**config.mk**
```make
export PLATFORM = sky130hd
export DESIGN_NAME = gpio_pin_sense_security
export DESIGN_NICKNAME = d
export VERILOG_FILES = /design/src/gpio_sense_pkg.sv /design/src/gpio_pin_sense_security.sv
export VERILOG_INCLUDE_DIRS = /design/src
export SDC_FILE = /design/constraint.sdc
export NUM_CORES = 1
export LEC_CHECK = 0
export ABC_CLOCK_PERIOD_IN_PS = 2800
export BUFFER_PORTS_ARGS = -buffer_cell sky130_fd_sc_hd__buf_4
export CORE_AREA = 3 3 242 244
export DETAILED_ROUTE_END_ITERATION = 12
export DIE_AREA = 0 0 245 247
export PLACE_DENSITY = 0.79
export SLEW_MARGIN = 20
export SYNTH_ARGS = -nofsm -noshare
export SYNTH_HDL_FRONTEND = slang
export SYNTH_SLANG_ARGS = --single-unit
```
**constraint.sdc**
```tcl
create_clock -name clk_sys_i -period 2.8 [get_ports clk_sys_i]
set_clock_uncertainty 0.05 [all_clocks]
set_input_delay 0.42 -clock clk_sys_i [delete_from_list [all_inputs] [get_ports clk_sys_i]]
set_output_delay 0.42 -clock clk_sys_i [all_outputs]
set_load 0.005 [all_outputs]
```
**src/gpio_sense_defs.svh**
```systemverilog
// register offsets, field positions, reset values and timing counts for the gpio sense port
// assumes byte addressing over a plain strobe port with 32-bit data
`ifndef GPIO_SENSE_DEFS_SVH
`define GPIO_SENSE_DEFS_SVH
`define GP_NPINS 32
`define GP_AW 12
`define GP_OFF_OUT 12'h004
`define GP_OFF_OUTSET 12'h008
`define GP_OFF_OUTCLR 12'h00c
`define GP_OFF_IN 12'h010
`define GP_OFF_DIR 12'h014
`define GP_OFF_DIRSET 12'h018
`define GP_OFF_DIRCLR 12'h01c
`define GP_OFF_LATCH 12'h020
`define GP_OFF_NS_MODE 12'h024
`define GP_OFF_S_MODE 12'h028
`define GP_OFF_CFG_BASE 12'h200
`define GP_OFF_CFG_LAST 12'h27c
`define GP_CFG_DIR_BIT 0
`define GP_CFG_INDIS_BIT 1
`define GP_CFG_PULL_LO 2
`define GP_CFG_PULL_HI 3
`define GP_CFG_DRIVE_LO 8
`define GP_CFG_DRIVE_HI 10
`define GP_CFG_SENSE_LO 16
`define GP_CFG_SENSE_HI 17
`define GP_CFG_ANA_BIT 20
`define GP_CFG_MASK 32'h0013070f
`define GP_CFG_RESET 32'h00000002
`define GP_SENSE_OFF 2'h0
`define GP_SENSE_HIGH 2'h2
`define GP_SENSE_LOW 2'h3
`define GP_SYNC_STAGES 2
`endif

```
**src/gpio_sense_pkg.sv**
```systemverilog
// types for the gpio sense port
// assumes gpio_sense_defs.svh constants
package gpio_sense_pkg;
  typedef struct packed {
    logic [31:0] data;
    logic [11:0] addr;
    logic wr;
    logic rd;
    logic secure;
  } bus_req_s;
  typedef enum logic [1:0] {
    SRC_OR = 2'h0,
    SRC_LATCH = 2'h1
  } match_src_e;
endpackage : gpio_sense_pkg

```
**src/gpio_pin_sense_security.sv**
```systemverilog
// 32-pin general purpose port with level sense, latched match and split security
// assumes synchronous pad inputs and a plain strobe register port
//
// Behaviour
// - 32 pins, each with own configuration
// - disconnected input buffer gives zero input
// - input register lags pad two clocks
// - sense field picks high, low or off
// - per pin match when level matches
// - default port match is OR of pins
// - sense logic runs in all power states
// - enable on matching level raises match
// - rising pin match sets sticky flag
// - flag clears by one, not while matching
// - falling match leaves flags unchanged
// - latched match high while flag set
// - clear leaving flags set regenerates edge
// - flags readable any time, any source
// - selector switches output to latched match
// - peripherals override output, read input
// - nonsecure access masks secure pin bits
// - masked access ignored without error
// - secure pin config hidden from nonsecure
// - secure selector hidden from nonsecure
// - nonsecure selector drives nonsecure output
// - separate outputs to two event units
`timescale 1ns/1ps
`include "gpio_sense_defs.svh"
module gpio_pin_sense_security
  import gpio_sense_pkg::*;
(
  input wire logic clk_sys_i,
  input wire logic nrst_i,
  input wire bus_req_s bus_i,
  output logic [31:0] rdata_o,
  input wire logic [31:0] pad_in_i,
  input wire logic [31:0] pin_permission_i,
  input wire logic [31:0] periph_own_i,
  input wire logic [31:0] periph_out_i,
  input wire logic [31:0] periph_dir_i,
  output logic [31:0] pad_out_o,
  output logic [31:0] pad_oe_n_o,
  output logic [31:0] periph_in_o,
  output logic [31:0] pin_config_flat_o,
  output logic nonsecure_pin_match_o,
  output logic secure_pin_match_o
);
  localparam int NP = `GP_NPINS;
  logic [31:0] out_r;
  logic [31:0] dir_r;
  logic [31:0] latch_r;
  logic [31:0] latch_nxt;
  logic [31:0] sync1_r;
  logic [31:0] sync2_r;
  logic [31:0] pin_match_r;
  logic [31:0] pin_match_d_r;
  logic [31:0] cfg_r [NP];
  logic ns_mode_r;
  logic s_mode_r;
  logic ns_lm_r;
  logic s_lm_r;
  logic [31:0] rdata_r;
  // nonsecure access may touch only nonsecure pins
  wire logic [31:0] wmask = bus_i.secure ? 32'hffffffff : ~pin_permission_i;
  wire logic [11:0] a = bus_i.addr;
  wire logic in_cfg = (a >= `GP_OFF_CFG_BASE) && (a <= `GP_OFF_CFG_LAST) && (a[1:0] == 2'h0);
  wire logic [4:0] cfg_idx = a[6:2];
  wire logic cfg_ok = bus_i.secure | ~pin_permission_i[cfg_idx];
  wire logic wr_out = bus_i.wr && a == `GP_OFF_OUT;
  wire logic wr_oset = bus_i.wr && a == `GP_OFF_OUTSET;
  wire logic wr_oclr = bus_i.wr && a == `GP_OFF_OUTCLR;
  wire logic wr_dir = bus_i.wr && a == `GP_OFF_DIR;
  wire logic wr_dset = bus_i.wr && a == `GP_OFF_DIRSET;
  wire logic wr_dclr = bus_i.wr && a == `GP_OFF_DIRCLR;
  wire logic wr_latch = bus_i.wr && a == `GP_OFF_LATCH;
  wire logic wr_nsm = bus_i.wr && a == `GP_OFF_NS_MODE;
  wire logic wr_sm = bus_i.wr && a == `GP_OFF_S_MODE && bus_i.secure;
  wire logic [31:0] wd = bus_i.data & wmask;
  wire logic [31:0] out_nxt = wr_out ? ((out_r & ~wmask) | wd) :
                              wr_oset ? (out_r | wd) : wr_oclr ? (out_r & ~wd) : out_r;
  wire logic [31:0] dir_nxt = wr_dir ? ((dir_r & ~wmask) | wd) :
                              wr_dset ? (dir_r | wd) : wr_dclr ? (dir_r & ~wd) : dir_r;
  // per-pin input gating, sense and output muxing
  logic [31:0] pad_gated;
  logic [31:0] match_nxt;
  logic [31:0] pout_nxt;
  logic [31:0] poe_nxt;
  logic [31:0] cfg_dir_bits;
  genvar g;
  generate
    for (g = 0; g < NP; g++)
    begin : g_pin
      wire logic [1:0] sense = cfg_r[g][`GP_CFG_SENSE_HI:`GP_CFG_SENSE_LO];
      assign pad_gated[g] = pad_in_i[g] & ~cfg_r[g][`GP_CFG_INDIS_BIT];
      // a disconnected input buffer keeps the pin out of the sense logic
      wire logic conn = ~cfg_r[g][`GP_CFG_INDIS_BIT];
      assign match_nxt[g] = ~conn ? 1'b0 :
                            (sense == `GP_SENSE_HIGH) ? sync2_r[g] :
                            (sense == `GP_SENSE_LOW) ? ~sync2_r[g] : 1'b0;
      assign cfg_dir_bits[g] = cfg_r[g][`GP_CFG_DIR_BIT] | dir_r[g];
      assign pout_nxt[g] = periph_own_i[g] ? periph_out_i[g] : out_r[g];
      assign poe_nxt[g] = ~(periph_own_i[g] ? periph_dir_i[g] : cfg_dir_bits[g]);
      always_ff @(posedge clk_sys_i or negedge nrst_i)
      begin
        if (!nrst_i)
          cfg_r[g] <= `GP_CFG_RESET;
        else if (bus_i.wr && in_cfg && cfg_ok && cfg_idx == 5'(g))
          cfg_r[g] <= bus_i.data & `GP_CFG_MASK;
      end
    end
  endgenerate
  // sticky flags: rising match sets, one clears unless still matching; falling leaves alone
  wire logic [31:0] rise = pin_match_r & ~pin_match_d_r;
  wire logic [31:0] clr = wr_latch ? (wd & ~pin_match_r) : 32'h0;
  assign latch_nxt = (latch_r & ~clr) | rise | (latch_r & pin_match_r);
  wire logic [31:0] ns_pins = ~pin_permission_i;
  wire logic [31:0] s_pins = pin_permission_i;
  wire logic ns_any_nxt = |(latch_nxt & ns_pins);
  wire logic s_any_nxt = |(latch_nxt & s_pins);
  // a clear that leaves flags set drops the latched match for one cycle
  wire logic ns_clr_hit = wr_latch && |(clr & ns_pins);
  wire logic s_clr_hit = wr_latch && |(clr & s_pins);
  wire logic ns_lm_nxt = ns_any_nxt & ~(ns_clr_hit & ns_lm_r);
  wire logic s_lm_nxt = s_any_nxt & ~(s_clr_hit & s_lm_r);
  wire logic ns_or = |(pin_match_r & ns_pins);
  wire logic s_or = |(pin_match_r & s_pins);
  wire logic ns_det_nxt = ns_mode_r ? ns_lm_r : ns_or;
  wire logic s_det_nxt = s_mode_r ? s_lm_r : s_or;
  wire logic [31:0] cfg_rd = cfg_ok ? cfg_r[cfg_idx] : 32'h0;
  wire logic [31:0] rmask = wmask;
  wire logic sel_out = (a == `GP_OFF_OUT) || (a == `GP_OFF_OUTSET) || (a == `GP_OFF_OUTCLR);
  wire logic sel_in = (a == `GP_OFF_IN);
  wire logic sel_dir = (a == `GP_OFF_DIR) || (a == `GP_OFF_DIRSET) || (a == `GP_OFF_DIRCLR);
  wire logic sel_latch = (a == `GP_OFF_LATCH);
  wire logic sel_nsm = (a == `GP_OFF_NS_MODE);
  wire logic sel_sm = (a == `GP_OFF_S_MODE);
  wire logic [31:0] rsel =
    sel_out ? (out_r & rmask) :
    sel_in ? (sync2_r & rmask) :
    sel_dir ? (dir_r & rmask) :
    sel_latch ? (latch_r & rmask) :
    sel_nsm ? {31'h0, ns_mode_r} :
    sel_sm ? {31'h0, s_mode_r & bus_i.secure} :
    in_cfg ? cfg_rd : 32'h0;
  // sense path has no clock gating, so it runs in every power state
  always_ff @(posedge clk_sys_i or negedge nrst_i)
  begin
    if (!nrst_i)
    begin
      sync1_r <= 32'h0;
      sync2_r <= 32'h0;
      pin_match_r <= 32'h0;
      pin_match_d_r <= 32'h0;
    end
    else
    begin
      sync1_r <= pad_gated;
      sync2_r <= sync1_r;
      pin_match_r <= match_nxt;
      pin_match_d_r <= pin_match_r;
    end
  end
  always_ff @(posedge clk_sys_i or negedge nrst_i)
  begin
    if (!nrst_i)
      out_r <= 32'h0;
    else
      out_r <= out_nxt;
  end
  always_ff @(posedge clk_sys_i or negedge nrst_i)
  begin
    if (!nrst_i)
      dir_r <= 32'h0;
    else
      dir_r <= dir_nxt;
  end
  always_ff @(posedge clk_sys_i or negedge nrst_i)
  begin
    if (!nrst_i)
      latch_r <= 32'h0;
    else
      latch_r <= latch_nxt;
  end
  always_ff @(posedge clk_sys_i or negedge nrst_i)
  begin
    if (!nrst_i)
      ns_mode_r <= 1'b0;
    else if (wr_nsm)
      ns_mode_r <= bus_i.data[0];
  end
  always_ff @(posedge clk_sys_i or negedge nrst_i)
  begin
    if (!nrst_i)
      s_mode_r <= 1'b0;
    else if (wr_sm)
      s_mode_r <= bus_i.data[0];
  end
  always_ff @(posedge clk_sys_i or negedge nrst_i)
  begin
    if (!nrst_i)
    begin
      ns_lm_r <= 1'b0;
      s_lm_r <= 1'b0;
    end
    else
    begin
      ns_lm_r <= ns_lm_nxt;
      s_lm_r <= s_lm_nxt;
    end
  end
  always_ff @(posedge clk_sys_i or negedge nrst_i)
  begin
    if (!nrst_i)
    begin
      nonsecure_pin_match_o <= 1'b0;
      secure_pin_match_o <= 1'b0;
    end
    else
    begin
      nonsecure_pin_match_o <= ns_det_nxt;
      secure_pin_match_o <= s_det_nxt;
    end
  end
  always_ff @(posedge clk_sys_i or negedge nrst_i)
  begin
    if (!nrst_i)
      rdata_r <= 32'h0;
    else
      rdata_r <= bus_i.rd ? rsel : 32'h0;
  end
  always_ff @(posedge clk_sys_i or negedge nrst_i)
  begin
    if (!nrst_i)
      pad_out_o <= 32'h0;
    else
      pad_out_o <= pout_nxt;
  end
  always_ff @(posedge clk_sys_i or negedge nrst_i)
  begin
    if (!nrst_i)
      pad_oe_n_o <= 32'hffffffff;
    else
      pad_oe_n_o <= poe_nxt;
  end
  always_ff @(posedge clk_sys_i or negedge nrst_i)
  begin
    if (!nrst_i)
      periph_in_o <= 32'h0;
    else
      periph_in_o <= sync2_r;
  end
  assign rdata_o = rdata_r;
  always_ff @(posedge clk_sys_i or negedge nrst_i)
  begin
    if (!nrst_i)
      pin_config_flat_o <= 32'h0;
    else
      pin_config_flat_o <= cfg_dir_bits;
  end

  a_flag_sets_on_rise: assert property (@(posedge clk_sys_i) disable iff (!nrst_i)
    (rise != 32'h0) |=> (latch_r & $past(rise)) == $past(rise))
    else $error("flag not set on rising match");
  a_flag_hold_match: assert property (@(posedge clk_sys_i) disable iff (!nrst_i)
    ((latch_r & pin_match_r) != 32'h0) |=> (latch_r & $past(latch_r & pin_match_r)) == $past(latch_r & pin_match_r))
    else $error("flag cleared while matching");
  a_flag_clear_one: assert property (@(posedge clk_sys_i) disable iff (!nrst_i)
    wr_latch |=> (latch_r & $past(clr & ~rise)) == 32'h0)
    else $error("flag not cleared");
  a_flag_no_fall: assert property (@(posedge clk_sys_i) disable iff (!nrst_i)
    (!wr_latch) |=> (latch_r & ~$past(latch_r)) == ($past(rise) & ~$past(latch_r)))
    else $error("flags changed without cause");
  a_flag_no_drop: assert property (@(posedge clk_sys_i) disable iff (!nrst_i)
    (!wr_latch) |=> (~latch_r & $past(latch_r)) == 32'h0)
    else $error("flag dropped without clear");
  a_input_delay: assert property (@(posedge clk_sys_i) disable iff (!nrst_i)
    ##2 sync2_r == $past(pad_gated, 2)) else $error("input delay wrong");
  a_ns_mask_read: assert property (@(posedge clk_sys_i) disable iff (!nrst_i)
    (bus_i.rd && !bus_i.secure && a == `GP_OFF_LATCH) |=> (rdata_o & $past(pin_permission_i)) == 32'h0)
    else $error("secure bits leaked");
  a_secmode_hidden: assert property (@(posedge clk_sys_i) disable iff (!nrst_i)
    (bus_i.rd && !bus_i.secure && a == `GP_OFF_S_MODE) |=> rdata_o == 32'h0) else $error("secure mode visible");
  a_ns_or_source: assert property (@(posedge clk_sys_i) disable iff (!nrst_i)
    !ns_mode_r |=> nonsecure_pin_match_o == $past(ns_or)) else $error("ns match not or");
  a_latch_empty_low: assert property (@(posedge clk_sys_i) disable iff (!nrst_i)
    (ns_lm_r && $stable(pin_permission_i)) |-> ((latch_r & ns_pins) != 32'h0))
    else $error("latched match without flag");
  a_s_or_source: assert property (@(posedge clk_sys_i) disable iff (!nrst_i)
    !s_mode_r |=> secure_pin_match_o == $past(s_or))
    else $error("s match not or");
  a_ns_latched_source: assert property (@(posedge clk_sys_i) disable iff (!nrst_i)
    ns_mode_r |=> nonsecure_pin_match_o == $past(ns_lm_r))
    else $error("ns match not latched");
  a_s_latched_source: assert property (@(posedge clk_sys_i) disable iff (!nrst_i)
    s_mode_r |=> secure_pin_match_o == $past(s_lm_r))
    else $error("s match not latched");
  a_ns_latch_high: assert property (@(posedge clk_sys_i) disable iff (!nrst_i)
    ((|(latch_nxt & ns_pins)) && !ns_clr_hit) |=> ns_lm_r)
    else $error("ns latched match low with flag");
  a_ns_latch_low: assert property (@(posedge clk_sys_i) disable iff (!nrst_i)
    !(|(latch_nxt & ns_pins)) |=> !ns_lm_r)
    else $error("ns latched match high without flag");
  a_ns_regen_edge: assert property (@(posedge clk_sys_i) disable iff (!nrst_i)
    (ns_clr_hit && ns_lm_r && ns_any_nxt) |=> !ns_lm_r ##1 (ns_lm_r || $past(wr_latch)))
    else $error("ns latched match not regenerated");
  a_s_regen_edge: assert property (@(posedge clk_sys_i) disable iff (!nrst_i)
    (s_clr_hit && s_lm_r && s_any_nxt) |=> !s_lm_r ##1 (s_lm_r || $past(wr_latch)))
    else $error("s latched match not regenerated");
  a_sync_first: assert property (@(posedge clk_sys_i) disable iff (!nrst_i)
    1'b1 |=> sync1_r == $past(pad_gated))
    else $error("first sync stage wrong");
  a_nomatch_disc: assert property (@(posedge clk_sys_i) disable iff (!nrst_i)
    cfg_r[31][`GP_CFG_INDIS_BIT] |=> !pin_match_r[31])
    else $error("disconnected pin matched");
  a_sense_off: assert property (@(posedge clk_sys_i) disable iff (!nrst_i)
    (cfg_r[0][`GP_CFG_SENSE_HI:`GP_CFG_SENSE_LO] == `GP_SENSE_OFF) |=> !pin_match_r[0])
    else $error("match with sensing off");
  a_sense_high: assert property (@(posedge clk_sys_i) disable iff (!nrst_i)
    (cfg_r[5][`GP_CFG_SENSE_HI:`GP_CFG_SENSE_LO] == `GP_SENSE_HIGH && !cfg_r[5][`GP_CFG_INDIS_BIT])
    |=> pin_match_r[5] == $past(sync2_r[5])) else $error("high sense wrong");
  a_sense_low: assert property (@(posedge clk_sys_i) disable iff (!nrst_i)
    (cfg_r[3][`GP_CFG_SENSE_HI:`GP_CFG_SENSE_LO] == `GP_SENSE_LOW && !cfg_r[3][`GP_CFG_INDIS_BIT])
    |=> pin_match_r[3] == !$past(sync2_r[3])) else $error("low sense wrong");
  a_immediate_match: assert property (@(posedge clk_sys_i) disable iff (!nrst_i)
    ($changed(cfg_r[3]) && cfg_r[3][`GP_CFG_SENSE_HI:`GP_CFG_SENSE_LO] == `GP_SENSE_LOW
    && !cfg_r[3][`GP_CFG_INDIS_BIT] && !sync2_r[3]) |=> pin_match_r[3]) else $error("no match at enable");
  a_ns_event: assert property (@(posedge clk_sys_i) disable iff (!nrst_i)
    ($rose(pin_match_r[3]) && !pin_permission_i[3] && !ns_mode_r) |=> nonsecure_pin_match_o)
    else $error("no port event on match");
  a_ns_mask_write: assert property (@(posedge clk_sys_i) disable iff (!nrst_i)
    (wr_out && !bus_i.secure) |=> (out_r & $past(pin_permission_i)) == $past(out_r & pin_permission_i))
    else $error("secure out bits written");
  a_ns_latch_write: assert property (@(posedge clk_sys_i) disable iff (!nrst_i)
    (wr_latch && !bus_i.secure) |=> (~latch_r & $past(latch_r & pin_permission_i)) == 32'h0)
    else $error("secure flag cleared");
  a_cfg_ns_ignored: assert property (@(posedge clk_sys_i) disable iff (!nrst_i)
    (bus_i.wr && !bus_i.secure && a == (`GP_OFF_CFG_BASE + 12'h01c) && pin_permission_i[7]) |=> $stable(cfg_r[7]))
    else $error("secure config written");
  a_cfg_read_ns: assert property (@(posedge clk_sys_i) disable iff (!nrst_i)
    (bus_i.rd && in_cfg && !cfg_ok) |=> rdata_o == 32'h0)
    else $error("secure config visible");
  a_cfg_write: assert property (@(posedge clk_sys_i) disable iff (!nrst_i)
    (bus_i.wr && in_cfg && cfg_ok && cfg_idx == 5'h3) |=> cfg_r[3] == ($past(bus_i.data) & `GP_CFG_MASK))
    else $error("config write lost");
  a_outset_bits: assert property (@(posedge clk_sys_i) disable iff (!nrst_i)
    (wr_oset && bus_i.secure) |=> (out_r & $past(bus_i.data)) == $past(bus_i.data))
    else $error("out set lost");
  a_dirclr_bits: assert property (@(posedge clk_sys_i) disable iff (!nrst_i)
    (wr_dclr && bus_i.secure) |=> (dir_r & $past(bus_i.data)) == 32'h0)
    else $error("dir clear lost");
  a_smode_ns_write: assert property (@(posedge clk_sys_i) disable iff (!nrst_i)
    (bus_i.wr && !bus_i.secure && sel_sm) |=> $stable(s_mode_r))
    else $error("secure mode written by nonsecure");
  a_smode_write: assert property (@(posedge clk_sys_i) disable iff (!nrst_i)
    (bus_i.wr && bus_i.secure && sel_sm) |=> s_mode_r == $past(bus_i.data[0]))
    else $error("secure mode not written");
  a_nsmode_write: assert property (@(posedge clk_sys_i) disable iff (!nrst_i)
    (bus_i.wr && sel_nsm) |=> ns_mode_r == $past(bus_i.data[0]))
    else $error("nonsecure mode not written");
  a_latch_read: assert property (@(posedge clk_sys_i) disable iff (!nrst_i)
    (bus_i.rd && sel_latch && bus_i.secure) |=> rdata_o == $past(latch_r))
    else $error("flags not readable");
  a_ns_domain_or: assert property (@(posedge clk_sys_i) disable iff (!nrst_i)
    ((pin_match_r & ~pin_permission_i) == 32'h0 && !ns_mode_r) |=> !nonsecure_pin_match_o)
    else $error("secure pin in ns match");
  a_s_domain_or: assert property (@(posedge clk_sys_i) disable iff (!nrst_i)
    ((pin_match_r & pin_permission_i) == 32'h0 && !s_mode_r) |=> !secure_pin_match_o)
    else $error("nonsecure pin in s match");
  a_periph_in: assert property (@(posedge clk_sys_i) disable iff (!nrst_i)
    1'b1 |=> periph_in_o == $past(sync2_r))
    else $error("peripheral input wrong");
  a_pad_override: assert property (@(posedge clk_sys_i) disable iff (!nrst_i)
    1'b1 |=> (pad_out_o & $past(periph_own_i)) == $past(periph_out_i & periph_own_i))
    else $error("output override lost");
  a_oe_override: assert property (@(posedge clk_sys_i) disable iff (!nrst_i)
    1'b1 |=> (~pad_oe_n_o & $past(periph_own_i)) == $past(periph_dir_i & periph_own_i))
    else $error("direction override lost");
  c_pin_match: cover property (@(posedge clk_sys_i) disable iff (!nrst_i) rise != 32'h0);
  c_ns_latched: cover property (@(posedge clk_sys_i) disable iff (!nrst_i) ns_mode_r && $rose(nonsecure_pin_match_o));
  c_override: cover property (@(posedge clk_sys_i) disable iff (!nrst_i) periph_own_i != 32'h0);
  c_latch_regen: cover property (@(posedge clk_sys_i) disable iff (!nrst_i) ns_lm_r ##1 !ns_lm_r ##1 ns_lm_r);
  c_sec_match: cover property (@(posedge clk_sys_i) disable iff (!nrst_i) $rose(secure_pin_match_o));
endmodule : gpio_pin_sense_security

```
==> results by group, run 1 <==
Synth
  • Syn_nets: 2597
  • Synthesized instance count: ~2400
  • Warnings, synthesis: 0
  • Seq/Total Area, Yosys: a little under three fifths
  • Cell types occupying the most area after synthesis: sky130_fd_sc_hd__dfrtp_1 (51%), sky130_fd_sc_hd__mux2_2 (8.3%), sky130_fd_sc_hd__mux4_2 (7.3%)
  • Synth Cell Area: roughly 32000 um^2
  • Synth Area per Inst: ~13 um^2
  • Async SR Flop Fraction: 100%
  • Predominant post-synthesis flop cell: sky130_fd_sc_hd__dfrtp_1
  • Post-synth top area share: 51.2%
  • Number of enable flip-flop cells after synthesis: 0
  • Largest area contributor in the synthesized netlist: sky130_fd_sc_hd__dfrtp_1
  • Flip-flop and latch count after synthesis: 710
  • Number of different library cells in the post-synthesis netlist: 70

Detailed routing
  • Number of nets with antenna violations after detailed routing: 0
  • Initial DRC Count: between 2000 and 3000
  • Vias per inst: 6.45
  • Remaining design rule violation count: 0
  • Detailed-route wire length per cell: roughly 33 um
  • Routed Wire Length: 130000 um
  • Number of search-and-repair iterations in the first detailed-routing pass: 10
  • Vias after detailed routing: approximately 26000

STA
  • Worst Tran Pin Value: 955 ps
  • Minimum clock period after layout: 2760 ps
  • Final slew viol count: 0
  • Maximum operating frequency: 362 MHz
  • Slew Limit Headroom: 36.2%
  • # setup viols final: 0
  • Worst-case setup margin in the final layout: roughly 40 ps
  • Summed negative setup slack over all endpoints: 0 ps
  • Worst Hold Margin: around 21 ps
  • Setup repair after global routing missed its margin: no
  • Final critical-path share of the clock period: between 90% and 100%
  • Final hold viol count: 0

Critical path
  • Number of cells on the worst reg-to-reg path: 6
  • Worst path arrival time: about 3200 ps
  • Nature of the critical path endpoint: register
  • Maximum fanout along the worst path: 5
  • Crit start category: register
  • Setup Crit Path Kind: register to register
  • Endpoint required time on the critical path: 3230 ps

Cells and area
  • End-of-flow core utilization: 73.3%
  • Design area: 41400 um^2
  • # nets final: 3347
  • Fraction of final layout cells with drive strength greater than 1: 41.0%
  • Area delta synth->final: 31.1%
  • Combined area of the multi-input logic cells: 12700 um^2
  • FF+latch area: 17800 um^2
  • Filler Cells Inserted: 3495
  • Count of placed standard cells in the final layout, fillers left out: 3961

Hold path
  • Number of stages on the worst hold path: 2
  • Hold Crit Class: input port to register

Flow run
  • Max-cap check violation count: 0

Clock tree
  • Clock transition at path regs: ~60 ps
  • Inserted Clock Buffers: 74
  • Number of H-tree branching levels: 3
  • TritonCTS clock tree: done
  • Root Driver: sky130_fd_sc_hd__clkbuf_16
  • CTS max path bufs: 3
  • Clk Latency, worst-skew pair: between 600 and 700 ps
  • Sinks on the clock net: 710

Floorplanning
  • Initial core utilization: 55.9%
  • Width of the chip: approximately 250 um
  • Die height: 247 um
  • Core Region: 56500 um^2
  • Die area: 60500 um^2
  • Top-Level Pins: between 300 and 400
  • Cell row count: 87

Placed design
  • Weighted congestion at the end of routability-driven global placement: 1.08
  • DP Area: 37300 um^2
  • Half-perimeter wire length after detailed placement: about 94000 um
  • Placed Instances: between 3000 and 4000
  • Post-Place Worst Slack: -402 ps
  • Number of input and output port buffers inserted: 370

GRT
  • Wire length of the first global-routing pass: 188000 um
  • Via count of the first global-routing pass: 26600
  • GR Util All Layers: 43.4%
  • Grt ovf: 0
  • Number of antenna violations at the first check in global routing: 13
  • Largest net degree at the start of global routing: 101

Power
  • Power density of the placed cells: 551 nW/um^2
  • Static leakage: 19.6 nW
  • Power after layout: around 23 mW
  • VDD IR max: 0.000670 V

Run status
  • Outcome: complete, no violations
## timing repair
| action | in CTS | in global routing |
|---|---|---|
| setup endpoints to repair | 0 | 1 |
| hold buffers | 150 | 0 |
| gates resized for setup | 0 | 1 |
| hold endpoints to repair | 130 | 0 |
| buffers inserted | 0 | 0 |
## placed cells by master (no fill, tap or decap), drive strengths merged, types with 32 or more instances in the layout
master / count
a21oi: 67
a22oi: 60
buf: 684
clkbuf: 111
dfrtp: 646
dfstp: 64
dlygate4sd3: 150
inv: 79
mux2: 324
mux2i: 51
mux4: 103
nand2: 156
nand2b: 38
nand3: 43
nor2b: 69
nor3b: 36
o211ai: 42
o21ai: 142
or2: 34
xnor2: 32
## final cells by class
class | count | area share [%]
flip-flops and latches | 710 | 43.1
multi-input cells | 1441 | 30.6
repair buffers | 834 | 17.1
clock buffers | 111 | 5.32
well taps | 756 | 2.28
clock inverters | 26 | 0.819
inverters | 77 | 0.698
diodes | 6 | 0.0363
## state kept, by name, summed over array words and instances, names as in the netlist, named ones only
name,flops
ns_lm_r,1
latch_r,32
cfg_r,320
sync1_r,32
s_mode_r,1
pad_out_o,32
pin_config_flat_o,32
sync2_r,32
pin_match_r,32
periph_in_o,32
secure_pin_match_o,1
pin_match_d_r,32
s_lm_r,1
pad_oe_n_o,32
nonsecure_pin_match_o,1
rdata_o,32
ns_mode_r,1
## cells in the mapped netlist, types with 38 or more instances
cell / instances
sky130_fd_sc_hd__clkbuf_1: 82
sky130_fd_sc_hd__mux2_1: 48
sky130_fd_sc_hd__nor2b_1: 69
sky130_fd_sc_hd__buf_2: 45
sky130_fd_sc_hd__mux2_4: 44
sky130_fd_sc_hd__o211ai_1: 42
sky130_fd_sc_hd__dfstp_2: 64
sky130_fd_sc_hd__o21ai_0: 139
sky130_fd_sc_hd__a21oi_1: 67
sky130_fd_sc_hd__a22oi_1: 59
sky130_fd_sc_hd__nand2_1: 156
sky130_fd_sc_hd__dfrtp_1: 646
sky130_fd_sc_hd__mux2_2: 232
sky130_fd_sc_hd__inv_1: 76
sky130_fd_sc_hd__mux4_2: 103
sky130_fd_sc_hd__mux2i_1: 51
sky130_fd_sc_hd__nand2b_1: 38
## routing by layer
layer	vias to the layer above	wire, um	part of all wire, %	GRT usage, %
met4	10	7850	6.0	21.9
met1	13200	48200	37	55.5
met5	-	57	0.044	0
met2	1631	61700	47	70.0
li1	10300	-	-	-
met3	406	12100	9.3	10.0
## final timing paths
check / end / startpoint / slack (ps)
worst max-delay path: ns_lm_r$_DFF_PN0_ / pin_match_r[16]$_DFF_PN0_ / 40
worst min-delay path: pad_out_o[1]$_DFF_PN0_ / periph_own_i[1] / 20
worst max register to register: ns_lm_r$_DFF_PN0_ / pin_match_r[16]$_DFF_PN0_ / 40
worst min register to register: sync2_r[6]$_DFF_PN0_ / sync1_r[6]$_DFF_PN0_ / 300
max in group asynchronous: rdata_o[29]$_DFF_PN0_ / nrst_i / 1360
min in group asynchronous: pin_config_flat_o[12]$_DFF_PN0_ / nrst_i / 310
## power by group
| group | leakage (nW) | internal, mW | switching [mW] |
|---|---|---|---|
| Clock | 1.25 | 5.90 | 4.37 |
| Sequential | 9.27 | 10.4 | 0.139 |
| Combinational | 9.08 | 0.870 | 1.11 |
## worst max-delay path, cell delays in order (launching register included)
cell	delay [ps]
sky130_fd_sc_hd__dfrtp_1	520
sky130_fd_sc_hd__nor2b_1	500
sky130_fd_sc_hd__a31oi_1	280
sky130_fd_sc_hd__a2111oi_1	560
sky130_fd_sc_hd__nand4_1	330
sky130_fd_sc_hd__nor3_1	270
sky130_fd_sc_hd__a32oi_1	90
## cell families (layout without fill, tap and decap cells)
group | count (synthesis) | after routing | share of synthesized area, %
mux | 478 | 478 | 21.0
compound gates | 485 | 485 | 10.4
xor+xnor | 32 | 32 | 0.887
other cells | 0 | 6 | 0
buf+inv | 237 | 1048 | 3.52
simple gates | 446 | 446 | 7.66
flops | 710 | 710 | 56.5
No activity file was read; power rests on OpenSTA's default activity.
==> run 2: changes to the inputs <==
Settings changed: MAX_ROUTING_LAYER set to met4.
==> results by group, run 2 (same netlist as run 1, synthesis figures left out) <==
Critical path
  • Crit start category: register
  • Endpoint required time on the critical path: around 3200 ps
  • Worst path arrival time: 3100 ps
  • Maximum cell stage delay along the critical path: 510 ps
  • Slowest-stage cell, CP: sky130_fd_sc_hd__a2111oi_0
  • Nature of the critical path endpoint: register
  • Maximum fanout along the worst path: 5
  • Cell-by-cell listing of the critical path: nor2b_1 -> a31oi_1 -> a2111oi_0 -> buf_4 -> nand4_1 -> nor3_2 -> a32oi_1
  • Setup Crit Path Kind: register to register
  • CP delay by family, top: simple AND/OR/NAND/NOR gates
  • Number of buffer and inverter stages on the critical path: 1

Clock tree
  • Clk Latency, worst-skew pair: 620 ps
  • Number of H-tree branching levels: 3
  • Clock transition at path regs: 60 ps
  • Inserted Clock Buffers: 74
  • Sinks on the clock net: 710
  • Root Driver: sky130_fd_sc_hd__clkbuf_16
  • Post-CTS repair timing setup buffer count: 0
  • CTS max path bufs: 3
  • TritonCTS clock tree: done

Power
  • Power after layout: 22.6 mW
  • Proportion of power drawn by the clock network: 44.6%
  • Net Sw Frac: 24.2%
  • Sequential group share of total power: 46.8%
  • Power density of the placed cells: 548 nW/um^2
  • Power spent charging and discharging nets: between 5 and 6 mW
  • Static leakage: 19.5 nW
  • Cell internal power dissipation: 17.1 mW
  • VDD IR max: 0.000559 V
  • Comb power frac: around 8.6%

Cells and area
  • Fraction of final layout cells with drive strength greater than 1: 41.0%
  • Most common cell after layout, fill and taps aside: sky130_fd_sc_hd__dfrtp_1
  • # nets final: 3331
  • Register with the most flip-flops: cfg_r
  • Count of placed standard cells in the final layout, fillers left out: ~4000
  • Commonest cells after routing, fill and taps aside: sky130_fd_sc_hd__dfrtp_1 (646), sky130_fd_sc_hd__buf_4 (643), sky130_fd_sc_hd__mux2_2 (232), sky130_fd_sc_hd__nand2_1 (156), sky130_fd_sc_hd__dlygate4sd3_1 (140)
  • Area delta synth->final: 30.4%
  • Number of flip-flops in the largest register: 320
  • Design area: 41200 um^2

GRT
  • Grt ovf: 0
  • Most utilized layer in the global route result: met2
  • GR Util met3: about a tenth
  • Via count of the first global-routing pass: roughly 26000
  • Number of antenna violations at the first check in global routing: 10
  • Routing usage on met1: 54.5%
  • Met2 track demand over resource: 67.9%
  • Wire length of the first global-routing pass: 183000 um
  • Largest net degree at the start of global routing: 82
  • GR Util All Layers: 43.6%

STA
  • Minimum clock period after layout: 2680 ps
  • Worst Tran Pin Value: 899 ps
  • Setup repair after global routing missed its margin: no
  • Slew Limit Headroom: 40.0%
  • Maximum operating frequency: approximately 370 MHz
  • Worst-case setup margin in the final layout: about 120 ps
  • Final hold viol count: 0
  • Final critical-path share of the clock period: 95.8%
  • Final slew viol count: 0
  • # setup viols final: 0

Detailed routing
  • Number of search-and-repair iterations in the first detailed-routing pass: 6
  • Initial DRC Count: 2903
  • Vias after detailed routing: 25500
  • Number of nets with antenna violations after detailed routing: 0
  • Routed Wire Length: 128000 um
  • Vias per inst: about 6.4
  • Remaining design rule violation count: 0
  • Detailed-route wire length per cell: 32.3 um

Placed design
  • Number of input and output port buffers inserted: 370
  • Placed Instances: 3662
  • DP Area: ~37000 um^2
  • Post-Place Worst Slack: -440 ps
  • Half-perimeter wire length after detailed placement: 93200 um
  • Weighted congestion at the end of routability-driven global placement: 1.14

Floorplanning
  • Core Region: 56500 um^2
  • Die height: 247 um
  • Initial core utilization: between 50% and 60%
  • Die area: 60500 um^2
  • Width of the chip: 245 um
  • Cell row count: 87
  • Top-Level Pins: about 370

Flow run
  • Max-cap check violation count: 0

Hold path
  • Hold Crit Class: input port to register

Run status
  • Outcome: complete, no violations
run 2: changes by cell type in the layout (fill, tap and decap cells not counted), moves of 2 or more:
cell and delta:
sky130_fd_sc_hd__buf_4 -4, sky130_fd_sc_hd__clkinv_4 -2, sky130_fd_sc_hd__buf_12 -2, sky130_fd_sc_hd__diode_2 +9
sky130_fd_sc_hd__dlygate4sd3_1 -10
run 2: cell type report:
type | count | area (um^2)
antenna | 15 | 37.5
clock buffer | 111 | 2190
clock inverter | 23 | 283
fill | 3528 | 15300
inverter | 77 | 289
multi-input combinational | 1441 | 12700
sequential | 710 | 17800
tap | 756 | 946
timing repair buffer | 818 | 6920
run 2: worst paths after layout:
| check | cells past startpoint | slack, ps | to | from |
|---|---|---|---|---|
| hold reg to reg | 0 | 290 | sync2_r[4]$_DFF_PN0_ | sync1_r[4]$_DFF_PN0_ |
| max in group asynchronous | 3 | 1350 | pad_oe_n_o[21]$_DFF_PN1_ | nrst_i |
| setup / recovery | 7 | 120 | ns_lm_r$_DFF_PN0_ | pin_match_r[3]$_DFF_PN0_ |
| setup reg to reg | 7 | 120 | ns_lm_r$_DFF_PN0_ | pin_match_r[3]$_DFF_PN0_ |
| min in group asynchronous | 2 | 300 | pad_out_o[31]$_DFF_PN0_ | nrst_i |
| hold / removal | 2 | 30 | sync1_r[6]$_DFF_PN0_ | pad_in_i[6] |
run 2: power by group through the flow:
stage	Clock [mW]	Combinational (mW)	Sequential, mW
6_report	10.1	1.94	10.6
5_1_grt	10.5	2.03	10.6
4_1_cts	10.1	1.90	10.6
3_5_place_dp	0	1.73	10.7
3_3_place_gp	0	1.71	10.7
2_1_floorplan	0	0.591	10.7
run 2: per-layer routing:
metal | part of all wire, % | wire (um) | vias to the layer above
met5 | 0 | 0 | -
met2 | 47 | 60100 | 1649
met1 | 38 | 48100 | 13100
met3 | 9.6 | 12200 | 405
li1 | - | - | 10300
met4 | 5.8 | 7410 | 0
run 2: what timing repair did:
action	4_1_cts	5_1_grt
hold buffers	140	0
setup endpoints to repair	0	2
gates resized for setup	0	3
hold endpoints to repair	135	0
run 2: per-stage QoR:
| step | hold WS [ps] | setup TNS, ps | utilization, % |
|---|---|---|---|
| after floorplan | 74.4 | 0 | - |
| after global placement | 282 | -27030 | 66.0 |
| after detailed placement | 285 | -47030 | 66.0 |
| after CTS | 0.577 | 0 | 72.8 |
| after global routing | 17.1 | 0 | 72.9 |
| final | 26.3 | 0 | 72.9 |
